==> config.mk <==
export PLATFORM = sky130hd
export DESIGN_NAME = uart_control_autobaud_regs
export DESIGN_NICKNAME = d
export VERILOG_FILES = /design/src/hdl/uart_control_autobaud_regs.v
export VERILOG_INCLUDE_DIRS = /design/src /design/src/hdl
export SDC_FILE = /design/constraint.sdc
export NUM_CORES = 1
export LEC_CHECK = 0
export BUFFER_PORTS_ARGS = -buffer_cell sky130_fd_sc_hd__buf_2
export CAP_MARGIN = 20
export CORE_UTILIZATION = 40
export DETAILED_ROUTE_END_ITERATION = 6
export PLACE_DENSITY = 0.67
export SLEW_MARGIN = 0
export SYNTH_ARGS = -nofsm -noshare
export SYNTH_HDL_FRONTEND = slang
export SYNTH_SLANG_ARGS = --single-unit
==> constraint.sdc <==
create_clock -name clk -period 4.5 [get_ports clk]
set_input_delay 0.45 -clock clk [delete_from_list [all_inputs] [get_ports clk]]
set_output_delay 0.45 -clock clk [all_outputs]
set_load 0.02 [all_outputs]
==> src/hdl/uart_control_autobaud_regs_defs.vh <==
// Register map, field positions, reset values and timing constants for the UART control block
`ifndef UART_CONTROL_AUTOBAUD_REGS_DEFS_VH
`define UART_CONTROL_AUTOBAUD_REGS_DEFS_VH

// Register indices; byte address is four times the index
`define IDX_STATUS 4'h4
`define IDX_INTERRUPT_AND_LINE_CONTROL 4'h5
`define IDX_ENABLE_AND_RECEIVE_MODE_CONTROL 4'h6
`define IDX_FRAME_FORMAT_CONTROL 4'h7

// Reset values
`define RST_INTERRUPT_AND_LINE_CONTROL 8'h00
`define RST_ENABLE_AND_RECEIVE_MODE_CONTROL 8'h00
`define RST_FRAME_FORMAT_CONTROL 8'h03

// Status bit positions
`define ST_RX_COMPLETE 7
`define ST_TX_COMPLETE 6
`define ST_TX_EMPTY 5
`define ST_START_FRAME 4
`define ST_SYNC_INCONSISTENT 3
`define ST_BREAK_SEEN 1
`define ST_WAIT_BREAK 0

// Interrupt and line control fields
`define CA_RX_COMPLETE_IE 7
`define CA_TX_COMPLETE_IE 6
`define CA_TX_EMPTY_IE 5
`define CA_START_FRAME_IE 4
`define CA_LOOPBACK 3
`define CA_AUTOBAUD_ERR_IE 2
`define LINE_DRIVER_OFF 2'h0
`define LINE_DRIVER_EXT 2'h1
`define LINE_DRIVER_INT 2'h2

// Enable and receive mode fields
`define CB_RECEIVER_ENABLE 7
`define CB_TRANSMITTER_ENABLE 6
`define CB_START_DETECT 4
`define CB_OPEN_DRAIN 3
`define CB_MULTIPROCESSOR 0
`define CB_WRITE_MASK 8'hdf
`define SPEED_NORMAL 2'h0
`define SPEED_DOUBLE 2'h1
`define SPEED_GENERIC_AUTO 2'h2
`define SPEED_LIN_AUTO 2'h3

// Frame format fields
`define COMM_ASYNC 2'h0
`define COMM_SYNC 2'h1
`define COMM_INFRARED 2'h2
`define COMM_MASTER_SPI 2'h3
`define CC_SPI_READ_MASK 8'hc6
`define PARITY_EVEN 2'h2
`define PARITY_ODD 2'h3
`define CHARACTER_SIZE_NINE_LOW 3'h6
`define CHARACTER_SIZE_NINE_HIGH 3'h7

// Timing in baud samples
`define OVERSAMPLE_NORMAL 5'h10
`define OVERSAMPLE_DOUBLE 5'h08
`define BREAK_BITS 12'h00b
`define LIN_TWO_BIT_NOMINAL 12'h020
`define LIN_TWO_BIT_TOLERANCE 12'h006
`define SYNC_LAST_INTERVAL 3'h3

`endif

==> src/hdl/uart_control_autobaud_regs.v <==
// UART control, status and auto-baud sync logic behind an APB slave
// Behaviour
// - Bad sync bit time sets sync-inconsistent flag
// - LIN mode: non-0x55 sync sets inconsistent flag
// - Writing one clears flag, receiver returns idle
// - Break needs eleven bit times low
// - Break-seen set on sync; clears on data/write
// - Wait-for-break takes any-width break; reads zero
// - Enables 7,6,5 gate matching status flags
// - Start-frame detect interrupts on receive vector
// - Auto-baud error interrupts on receive vector
// - Loop-back feeds transmit into receive
// - Line driver field: off, external, internal
// - Receiver disable flushes and resets auto-baud
// - Transmitter disable waits until both empty
// - Start detect falling edge wakes system
// - Open drain drives low only
// - Double speed divides by eight, async only
// - Receiver mode field decodes four speeds
// - Generic auto-baud accepts any valid span
// - LIN sync: two bits 32 plus-minus 6
// - Multiprocessor filter drops non-address frames
// - Communication mode selects layout and protocol
// - Character size decodes five to nine bits
// - Parity field: off, even, odd
// - Stop-bit count affects transmitter only
//
// Added by the designer: the APB slave port.
`include "uart_control_autobaud_regs_defs.vh"
`default_nettype none

module uart_control_autobaud_regs #(
  parameter [7:0] SAMPLE_DIV = 8'h04,
  parameter [11:0] GEN_MIN_SPAN = 12'h040,
  parameter [11:0] GEN_MAX_SPAN = 12'hff0
) (
  input wire clk, // System clock
  input wire reset_n, // Synchronous reset
  input wire psel, // APB select
  input wire penable, // APB enable
  input wire pwrite, // APB direction
  input wire [11:0] paddr, // APB byte address
  input wire [31:0] pwdata, // APB write data
  output reg [31:0] prdata, // APB read data
  output reg pready, // APB ready
  output reg pslverr, // APB error on unmapped address
  input wire rxdPin, // Receive pin
  input wire txBit, // Serial bit from transmitter
  input wire rxBufferNonEmpty, // Unread receive data held
  input wire txBufferFull, // Transmit buffer holds data
  input wire txShiftBusy, // Transmit shifter holds data
  input wire txFrameDone, // Pulse: frame shifted out, buffer empty
  input wire txcVectorAck, // Pulse: transmit complete vector taken
  input wire rxFrameDone, // Pulse: frame received
  input wire rxFrameAddress, // Received frame carries address bit
  output reg rxLine, // Receive line seen by the receiver
  output reg txdOut, // Transmit pin output value
  output reg txdOe, // Transmit pin output enable
  output reg transmitEnablePin, // External line driver enable
  output reg receiverActive, // Receiver owns the receive pin
  output reg transmitterActive, // Transmitter owns the transmit pin
  output reg rxFlush, // Pulse: flush buffer and error flags
  output reg rxReturnIdle, // Pulse: receiver back to idle
  output reg rxFrameAccept, // Pulse: frame passes filter
  output reg wakeRequest, // Pulse: wake from sleep
  output reg rxCompleteIrq, // Receive vector request
  output reg txCompleteIrq, // Transmit complete vector request
  output reg txEmptyIrq, // Data empty vector request
  output reg [4:0] samplesPerBit, // Baud divider divisor
  output reg [3:0] dataBits, // Data bits per frame
  output reg nineBitLowFirst, // Nine-bit low byte first
  output reg parityEnable, // Parity generated and checked
  output reg parityOdd, // Odd parity selected
  output reg twoStopBits, // Transmitter sends two stop bits
  output reg [1:0] commMode, // Communication mode
  output reg spiLsbFirst, // Master SPI data order
  output reg spiClockPhase, // Master SPI clock phase
  output reg syncValid, // Pulse: sync accepted
  output reg [11:0] syncSpan // Samples over eight sync bits
);

  localparam [3:0] AB_IDLE = 4'b0001;
  localparam [3:0] AB_BREAK = 4'b0010;
  localparam [3:0] AB_SYNC_START = 4'b0100;
  localparam [3:0] AB_SYNC = 4'b1000;

  localparam [11:0] BREAK_SAMPLES = `BREAK_BITS * {7'h00, `OVERSAMPLE_NORMAL};
  localparam [11:0] LIN_MIN = `LIN_TWO_BIT_NOMINAL - `LIN_TWO_BIT_TOLERANCE;
  localparam [11:0] LIN_MAX = `LIN_TWO_BIT_NOMINAL + `LIN_TWO_BIT_TOLERANCE;

  reg [7:0] lineControl;
  reg [7:0] enableControl;
  reg [7:0] formatControl;
  reg txCompleteFlag;
  reg startFrameFlag;
  reg syncInconsistent;
  reg breakSeen;
  reg waitBreak;
  reg [2:0] rxSync;
  reg prevRx;
  reg rxEnPrev;
  reg [7:0] divCount;
  reg sampleTick;
  reg [3:0] abState;
  reg [11:0] lowCount;
  reg [11:0] intervalCount;
  reg [11:0] totalCount;
  reg [2:0] edgeCount;

  ////////////////////////////////////////////////////////////////////////////
  // APB decode

  wire [3:0] regIndex = paddr[5:2];
  wire inRange = (paddr[11:6] == 6'h00) && (paddr[1:0] == 2'b00);
  wire isStatus = inRange && (regIndex == `IDX_STATUS);
  wire isLine = inRange && (regIndex == `IDX_INTERRUPT_AND_LINE_CONTROL);
  wire isEnable = inRange && (regIndex == `IDX_ENABLE_AND_RECEIVE_MODE_CONTROL);
  wire isFormat = inRange && (regIndex == `IDX_FRAME_FORMAT_CONTROL);
  wire mapped = isStatus || isLine || isEnable || isFormat;
  wire setupPhase = psel && !penable;
  wire writeTaken = psel && penable && pready && pwrite && mapped;
  wire statusWrite = writeTaken && isStatus;

  // Writing zero to a clearable flag leaves it alone
  wire clrTxComplete = statusWrite && pwdata[`ST_TX_COMPLETE];
  wire clrStartFrame = statusWrite && pwdata[`ST_START_FRAME];
  wire clrSync = statusWrite && pwdata[`ST_SYNC_INCONSISTENT];
  wire clrBreak = statusWrite && pwdata[`ST_BREAK_SEEN];
  wire armWaitBreak = statusWrite && pwdata[`ST_WAIT_BREAK];

  ////////////////////////////////////////////////////////////////////////////
  // Field views

  wire receiver_enable = enableControl[`CB_RECEIVER_ENABLE];
  wire transmitter_enable = enableControl[`CB_TRANSMITTER_ENABLE];
  wire startDetect = enableControl[`CB_START_DETECT];
  wire openDrain = enableControl[`CB_OPEN_DRAIN];
  wire mpFilter = enableControl[`CB_MULTIPROCESSOR];
  wire [1:0] speedMode = enableControl[2:1];
  wire [1:0] lineDriver = lineControl[1:0];
  wire [1:0] modeSel = formatControl[7:6];
  wire isSpi = (modeSel == `COMM_MASTER_SPI);
  wire txBusy = txShiftBusy || txBufferFull;
  wire txEmpty = !txBufferFull;

  // Auto-baud only runs as asynchronous receiver
  wire autobaudOn = receiver_enable && speedMode[1] && (modeSel == `COMM_ASYNC);
  wire linMode = (speedMode == `SPEED_LIN_AUTO);
  wire fallEdge = prevRx && !rxLine;
  wire riseEdge = !prevRx && rxLine;

  wire [7:0] statusView = {rxBufferNonEmpty, txCompleteFlag, txEmpty,
                           startFrameFlag && startDetect, syncInconsistent, 1'b0,
                           breakSeen, 1'b0};
  wire [7:0] formatView = isSpi ? (formatControl & `CC_SPI_READ_MASK) : formatControl;

  ////////////////////////////////////////////////////////////////////////////
  // Bus slave and control registers

  always @(posedge clk) begin
    if (!reset_n) begin
      prdata <= 32'h00000000;
      pready <= 1'b0;
      pslverr <= 1'b0;
      lineControl <= `RST_INTERRUPT_AND_LINE_CONTROL;
      enableControl <= `RST_ENABLE_AND_RECEIVE_MODE_CONTROL;
      formatControl <= `RST_FRAME_FORMAT_CONTROL;
    end else begin
      // Zero wait states: ready rises for the access phase only
      pready <= setupPhase;
      pslverr <= setupPhase && !mapped;
      if (setupPhase && !pwrite) begin
        if (isStatus) begin
          prdata <= {24'h000000, statusView};
        end else if (isLine) begin
          prdata <= {24'h000000, lineControl};
        end else if (isEnable) begin
          prdata <= {24'h000000, enableControl};
        end else if (isFormat) begin
          prdata <= {24'h000000, formatView};
        end else begin
          prdata <= 32'h00000000;
        end
      end
      if (writeTaken && isLine) begin
        lineControl <= pwdata[7:0];
      end
      if (writeTaken && isEnable) begin
        enableControl <= pwdata[7:0] & `CB_WRITE_MASK;
      end
      if (writeTaken && isFormat) begin
        formatControl <= pwdata[7:0];
      end
    end
  end

  ////////////////////////////////////////////////////////////////////////////
  // Receive pin synchroniser, loop-back and sample divider

  always @(posedge clk) begin
    if (!reset_n) begin
      rxSync <= 3'b111;
      rxLine <= 1'b1;
      prevRx <= 1'b1;
      divCount <= 8'h00;
      sampleTick <= 1'b0;
    end else begin
      rxSync <= {rxSync[1:0], rxdPin};
      if (lineControl[`CA_LOOPBACK]) begin
        rxLine <= txBit;
      end else if (rxSync[1] == rxSync[2]) begin
        rxLine <= rxSync[2];
      end
      prevRx <= rxLine;
      sampleTick <= (divCount == SAMPLE_DIV - 8'h01);
      if (divCount == SAMPLE_DIV - 8'h01) begin
        divCount <= 8'h00;
      end else begin
        divCount <= divCount + 8'h01;
      end
    end
  end

  ////////////////////////////////////////////////////////////////////////////
  // Auto-baud break and sync measurement

  // A short low pulse is no break, unless wait-for-break was armed
  wire breakLongEnough = (lowCount >= BREAK_SAMPLES) || waitBreak;
  wire linIntervalBad = linMode && ((intervalCount < LIN_MIN) ||
                        (intervalCount > LIN_MAX));
  wire [11:0] spanNow = totalCount + 12'h001;
  wire genSpanOk = (spanNow >= GEN_MIN_SPAN) && (spanNow <= GEN_MAX_SPAN);
  wire lastEdge = (edgeCount == `SYNC_LAST_INTERVAL);
  // In LIN mode missing edges show as a stretched interval, so a wrong sync value is caught
  wire syncTimeout = (linMode && (intervalCount > LIN_MAX)) ||
                     (totalCount > GEN_MAX_SPAN);
  wire inSync = (abState == AB_SYNC);
  wire syncBadNow = inSync && ((fallEdge && (linIntervalBad ||
                    (lastEdge && !genSpanOk))) || (!fallEdge && syncTimeout));
  wire syncGoodNow = inSync && fallEdge && lastEdge && !linIntervalBad &&
                     genSpanOk;

  always @(posedge clk) begin
    if (!reset_n) begin
      abState <= AB_IDLE;
      lowCount <= 12'h000;
      intervalCount <= 12'h000;
      totalCount <= 12'h000;
      edgeCount <= 3'h0;
      syncValid <= 1'b0;
      syncSpan <= 12'h000;
    end else begin
      syncValid <= syncGoodNow;
      if (syncGoodNow) begin
        syncSpan <= spanNow;
      end
      if (!autobaudOn || clrSync) begin
        abState <= AB_IDLE;
      end else begin
        case (abState)
          AB_IDLE: begin
            lowCount <= 12'h000;
            if (fallEdge) begin
              abState <= AB_BREAK;
            end
          end
          AB_BREAK: begin
            if (sampleTick && (lowCount != 12'hfff)) begin
              lowCount <= lowCount + 12'h001;
            end
            if (riseEdge) begin
              abState <= breakLongEnough ? AB_SYNC_START : AB_IDLE;
            end
          end
          AB_SYNC_START: begin
            intervalCount <= 12'h000;
            totalCount <= 12'h000;
            edgeCount <= 3'h0;
            if (fallEdge) begin
              abState <= AB_SYNC;
            end
          end
          AB_SYNC: begin
            if (syncBadNow || syncGoodNow) begin
              abState <= AB_IDLE;
            end else if (fallEdge) begin
              // The tick of the edge cycle belongs to the new interval
              edgeCount <= edgeCount + 3'h1;
              intervalCount <= {11'h000, sampleTick};
              totalCount <= totalCount + {11'h000, sampleTick};
            end else if (sampleTick) begin
              intervalCount <= intervalCount + 12'h001;
              totalCount <= totalCount + 12'h001;
            end
          end
          default: begin
            abState <= AB_IDLE;
          end
        endcase
      end
    end
  end

  ////////////////////////////////////////////////////////////////////////////
  // Status flags; in every flag a set beats a simultaneous clear

  wire breakTaken = (abState == AB_BREAK) && riseEdge && breakLongEnough;

  always @(posedge clk) begin
    if (!reset_n) begin
      txCompleteFlag <= 1'b0;
      startFrameFlag <= 1'b0;
      syncInconsistent <= 1'b0;
      breakSeen <= 1'b0;
      waitBreak <= 1'b0;
    end else begin
      txCompleteFlag <= txFrameDone || (txCompleteFlag && !clrTxComplete && !txcVectorAck);
      startFrameFlag <= (startDetect && receiver_enable && fallEdge) ||
                        (startFrameFlag && !clrStartFrame);
      syncInconsistent <= syncBadNow || (syncInconsistent && !clrSync);
      breakSeen <= syncGoodNow ||
                   (breakSeen && !clrBreak && !rxFrameDone);
      if (armWaitBreak) begin
        waitBreak <= 1'b1;
      end else if (breakTaken || !autobaudOn) begin
        waitBreak <= 1'b0;
      end
    end
  end

  ////////////////////////////////////////////////////////////////////////////
  // Pins, enables, interrupts and decoded configuration

  // Internal line-driver mode drives the pin only while a frame is pending
  wire pinDriven = transmitterActive &&
                   ((lineDriver != `LINE_DRIVER_INT) || txBusy);

  always @(posedge clk) begin
    if (!reset_n) begin
      txdOut <= 1'b1;
      txdOe <= 1'b0;
      transmitEnablePin <= 1'b0;
      receiverActive <= 1'b0;
      transmitterActive <= 1'b0;
      rxEnPrev <= 1'b0;
      rxFlush <= 1'b0;
      rxReturnIdle <= 1'b0;
      rxFrameAccept <= 1'b0;
      wakeRequest <= 1'b0;
      rxCompleteIrq <= 1'b0;
      txCompleteIrq <= 1'b0;
      txEmptyIrq <= 1'b0;
      samplesPerBit <= `OVERSAMPLE_NORMAL;
      dataBits <= 4'h8;
      nineBitLowFirst <= 1'b0;
      parityEnable <= 1'b0;
      parityOdd <= 1'b0;
      twoStopBits <= 1'b0;
      commMode <= `COMM_ASYNC;
      spiLsbFirst <= 1'b0;
      spiClockPhase <= 1'b0;
    end else begin
      receiverActive <= receiver_enable;
      rxEnPrev <= receiver_enable;
      rxFlush <= rxEnPrev && !receiver_enable;
      rxReturnIdle <= clrSync;
      // Pin is kept until shifter and buffer have drained
      transmitterActive <= transmitter_enable || (transmitterActive && txBusy);
      txdOut <= openDrain ? 1'b0 : txBit;
      txdOe <= pinDriven && (!openDrain || !txBit);
      transmitEnablePin <= (lineDriver == `LINE_DRIVER_EXT) &&
                           transmitterActive && txBusy;
      rxFrameAccept <= rxFrameDone && (!mpFilter || rxFrameAddress);
      wakeRequest <= startDetect && receiver_enable && fallEdge;
      rxCompleteIrq <= (lineControl[`CA_RX_COMPLETE_IE] && rxBufferNonEmpty) ||
                       (lineControl[`CA_START_FRAME_IE] && startDetect &&
                        startFrameFlag) ||
                       (lineControl[`CA_AUTOBAUD_ERR_IE] && syncInconsistent);
      txCompleteIrq <= lineControl[`CA_TX_COMPLETE_IE] && txCompleteFlag;
      txEmptyIrq <= lineControl[`CA_TX_EMPTY_IE] && txEmpty;
      // Double speed has no effect outside asynchronous operation
      samplesPerBit <= ((speedMode == `SPEED_DOUBLE) && (modeSel == `COMM_ASYNC)) ?
                       `OVERSAMPLE_DOUBLE : `OVERSAMPLE_NORMAL;
      commMode <= modeSel;
      spiLsbFirst <= isSpi && formatControl[2];
      spiClockPhase <= isSpi && formatControl[1];
      // Reserved sizes fall back to eight bits
      case (formatControl[2:0])
        3'h0: dataBits <= 4'h5;
        3'h1: dataBits <= 4'h6;
        3'h2: dataBits <= 4'h7;
        `CHARACTER_SIZE_NINE_LOW: dataBits <= 4'h9;
        `CHARACTER_SIZE_NINE_HIGH: dataBits <= 4'h9;
        default: dataBits <= 4'h8;
      endcase
      nineBitLowFirst <= !isSpi && (formatControl[2:0] == `CHARACTER_SIZE_NINE_LOW);
      parityEnable <= !isSpi && ((formatControl[5:4] == `PARITY_EVEN) ||
                      (formatControl[5:4] == `PARITY_ODD));
      parityOdd <= !isSpi && (formatControl[5:4] == `PARITY_ODD);
      twoStopBits <= !isSpi && formatControl[3];
    end
  end

endmodule

`default_nettype wire

==> key figures <==
Routing
  – First-pass detailed-route iteration total: 4
  – Via count: 5894
  – 1st-iter DRT viols: 419
  – Total routed wirelength: 16.2 mm
  – Post-DR wirelength/cell: 15.0 microns
  – DR DRC count: 0
  – Remaining antenna violation count after routing: 0
  – DR vias/cell: 5.43

Global routing
  – Remaining global-route overflow: 0
  – Initial antenna violation count: 0
  – Pin count of the biggest net entering global routing: 61
  – GRT Total Usage: 18.8%
  – Global-route wire length before repair: between 20 and 30 mm
  – Vias in the first global route: a little over 5000

Timing
  – F_max: ~360 MHz
  – Clock period minus worst slack: 2.75 ns
  – Setup Skew: approximately 0.0061 ns
  – Final TNS setup: 0 ns
  – Worst Tran Pin Value: 0.922 ns
  – Max-slew violation count: 0
  – Max transition margin: 38.5%
  – Fraction of the cycle the final worst path needs: 61.0%
  – Final Hold Fails: 0
  – Setup violators final: 0
  – RSZ-0062 raised after global routing: false
  – Hold_ws: 0.208 ns

Finish
  – Final nets: 920
  – Area growth, synth to finish: 14.7%
  – Most frequent cells in the layout: dfxtp_1 (134), nor2_1 (87), buf_2 (83)
  – Layout cells sized above 1: between 10% and 20%
  – Fill cells: 1657
  – Final design utilization: 46.9%
  – N_diodes: 0
  – Commonest non-fill, non-tap cell in the layout: dfxtp_1

Clock network
  – Clock transition at the registers of the reported paths: 0.06 ns
  – Post_cts resized: 0
  – Clock sinks: 134
  – Deepest clock path buffer count: 2
  – CTS HTree Levels: 4
  – Post-CTS Hold Buffers: 0
  – TritonCTS Buffers: 17
  – CTS tree: done
  – Root Driver: clkbuf_16
  – Skew-Pair Late Insertion Delay: between 0.4 and 0.5 ns
  – Setup bufs post-CTS: 0

Floorplanning
  – Initial Util: 40.9%
  – Row count: 47
  – Die area: roughly 17000 sq um
  – Die W: 132 microns
  – Die height: 132 microns
  – I/O Pins: 135
  – CORE AREA: 16600 sq um

Critical path
  – Crit end category: flip-flop
  – Slowest stage delay, CP: 0.55 ns
  – CP required: 4.82 ns
  – Slowest cell on crit path: dfxtp_1
  – CP bufs+invs: 1
  – FF-to-FF End: syncSpan[0]$_SDFFE_PN0P_
  – Critical path launch point type: flip-flop
  – CP top delay family: compound AO/OA/AOI/OAI gates
  – R2R cell count: 8
  – RR Startpoint: totalCount[1]$_SDFFE_PN0P_
  – CP Max Fanout: 12
  – Crit Path Category: reg -> reg
  – Reg2Reg Setup Slack: 1.75 ns
  – Data arrival, critical path: 3.06 ns
  – CP Cell Sequence: ha_1, nand3_1, nor2_1, o211ai_1, a2111oi_2, nor3_2, buf_4, a31o_2

Logic synthesis
  – Number of synthesized register bits: 134
  – Register area share after synthesis: 39.5%
  – Number of synthesized flops with an enable pin: 0
  – Asr flop ratio synth: 0%
  – Post-Syn Instances: 796
  – Synth warnings: 0
  – Synthesized area: 6790 sq um
  – Synth cell types: approximately 80
  – Synth Area per Inst: 8.53 sq um
  – Ys flop type: dfxtp_1

Hold path
  – Hold Crit Start: rxdPin
  – Hold Crit Endpoint: rxSync[0]$_SDFF_PN1_
  – Cell count of the worst hold path: 2
  – Hold WC Path Type: in -> reg

Pwr
  – VDD IR max: 334 uV
  – PwrDens: roughly 340 nW/um^2
  – Static Leakage: 2.97 nW

Placed design
  – Hpwl dp: 11.1 mm
  – # port buffers: 83
  – Gpl congestion: 0.825

Flow run
  – MaxCap Viol Count: 0

Outcome
  – Status: finished, final reports clean
## cell usage after synthesis, types with 7 or more instances
library cell,instances,area [sq um]
mux2i_1,33,330
inv_1,23,86.3
xor2_1,11,96.3
o21ai_0,31,155
buf_4,28,210
and3_1,19,119
buf_2,7,35.0
xnor2_1,17,149
nand4_1,19,119
a21oi_1,30,150
clkbuf_1,40,150
ha_1,10,125
nand3_1,31,155
dfxtp_1,134,2680
nand2_1,69,259
nor4_1,8,50.1
and2_1,14,87.6
nor2_1,87,327
a31oi_1,12,75.1
nand2b_1,11,68.8
o31ai_1,10,75.1
nor3_1,26,130
## logic make-up after synthesis
logic type,after synthesis,share of synthesized area [%]
simple gates,329,24.9
compound gates,156,17.2
fa+ha+maj,10,1.84
xor+xnor,28,3.61
mux,34,5.20
flops,134,39.5
other cells,1,0.0553
buf+inv,104,7.65
## routing by layer
metal  vias up  wire [microns]  track usage [%]
li1       2934               -                -
met1      2784            7740             25.1
met2       155            7430             30.0
met3        21             763             3.38
met4         0             289             7.47
met5         -               0                0
## final cells by class
cell class / count / area, sq um / area share, %
well taps: 220 / 275 / 3.54
clock inverters: 12 / 121 / 1.56
clock buffers: 20 / 447 / 5.74
flip-flops and latches: 134 / 2680 / 34.5
multi-input cells: 584 / 3690 / 47.4
inverters: 24 / 90.1 / 1.16
repair buffers: 91 / 475 / 6.11
## worst register-to-register path, delay by kind of cell (launching register included)
kind            cells  cell delay, ns
simple gates        3            0.61
compound gates      3            0.91
fa+ha+maj           1            0.35
flops               1            0.55
buf+inv             1            0.23
## registers in the layout, indices dropped and copies added, names as in the netlist, 2 cells and up
| name | cells |
|---|---|
| divCount | 8 |
| edgeCount | 3 |
| lineControl | 8 |
| dataBits | 4 |
| commMode | 2 |
| formatControl | 8 |
| abState | 4 |
| samplesPerBit | 2 |
| enableControl | 7 |
| rxSync | 3 |
| prdata | 8 |
| lowCount | 12 |
| totalCount | 12 |
| syncSpan | 12 |
| intervalCount | 12 |
## stage by stage
stage	setup slack [ns]	area, sq um	instances	total power [mW]
4_1_cts	1.76	7780	1085	2.64
2_1_floorplan	2.18	6880	822	1.30
3_5_place_dp	1.47	7210	1053	1.32
3_3_place_gp	1.50	7210	1053	1.32
5_1_grt	1.55	7780	1085	2.70
6_report	1.75	7780	1085	2.62
## how the worst max path moves through the flow
stage	startpoint	endpoint	slack, ns	cells past startpoint
2_1_floorplan	abState[3]$_SDFFE_PP0P_	intervalCount[2]$_SDFFE_PN0P_	2.18	8
3_3_place_gp	paddr[11]	totalCount[0]$_SDFFE_PN0P_	1.50	7
3_5_place_dp	paddr[11]	totalCount[0]$_SDFFE_PN0P_	1.47	7
4_1_cts	totalCount[1]$_SDFFE_PN0P_	syncSpan[0]$_SDFFE_PN0P_	1.76	8
5_1_grt	totalCount[1]$_SDFFE_PN0P_	syncSpan[0]$_SDFFE_PN0P_	1.55	8
6_report	totalCount[1]$_SDFFE_PN0P_	syncSpan[0]$_SDFFE_PN0P_	1.75	8
## report_power, final
part	switching (mW)	total [mW]	leakage, nW	internal, mW
Sequential	0.00593	1.20	1.08	1.19
Combinational	0.0701	0.0946	1.63	0.0245
Clock	0.546	1.33	0.264	0.782
Total	0.622	2.62	2.97	2.00
Note: power is estimated with default switching activity, not from simulation.
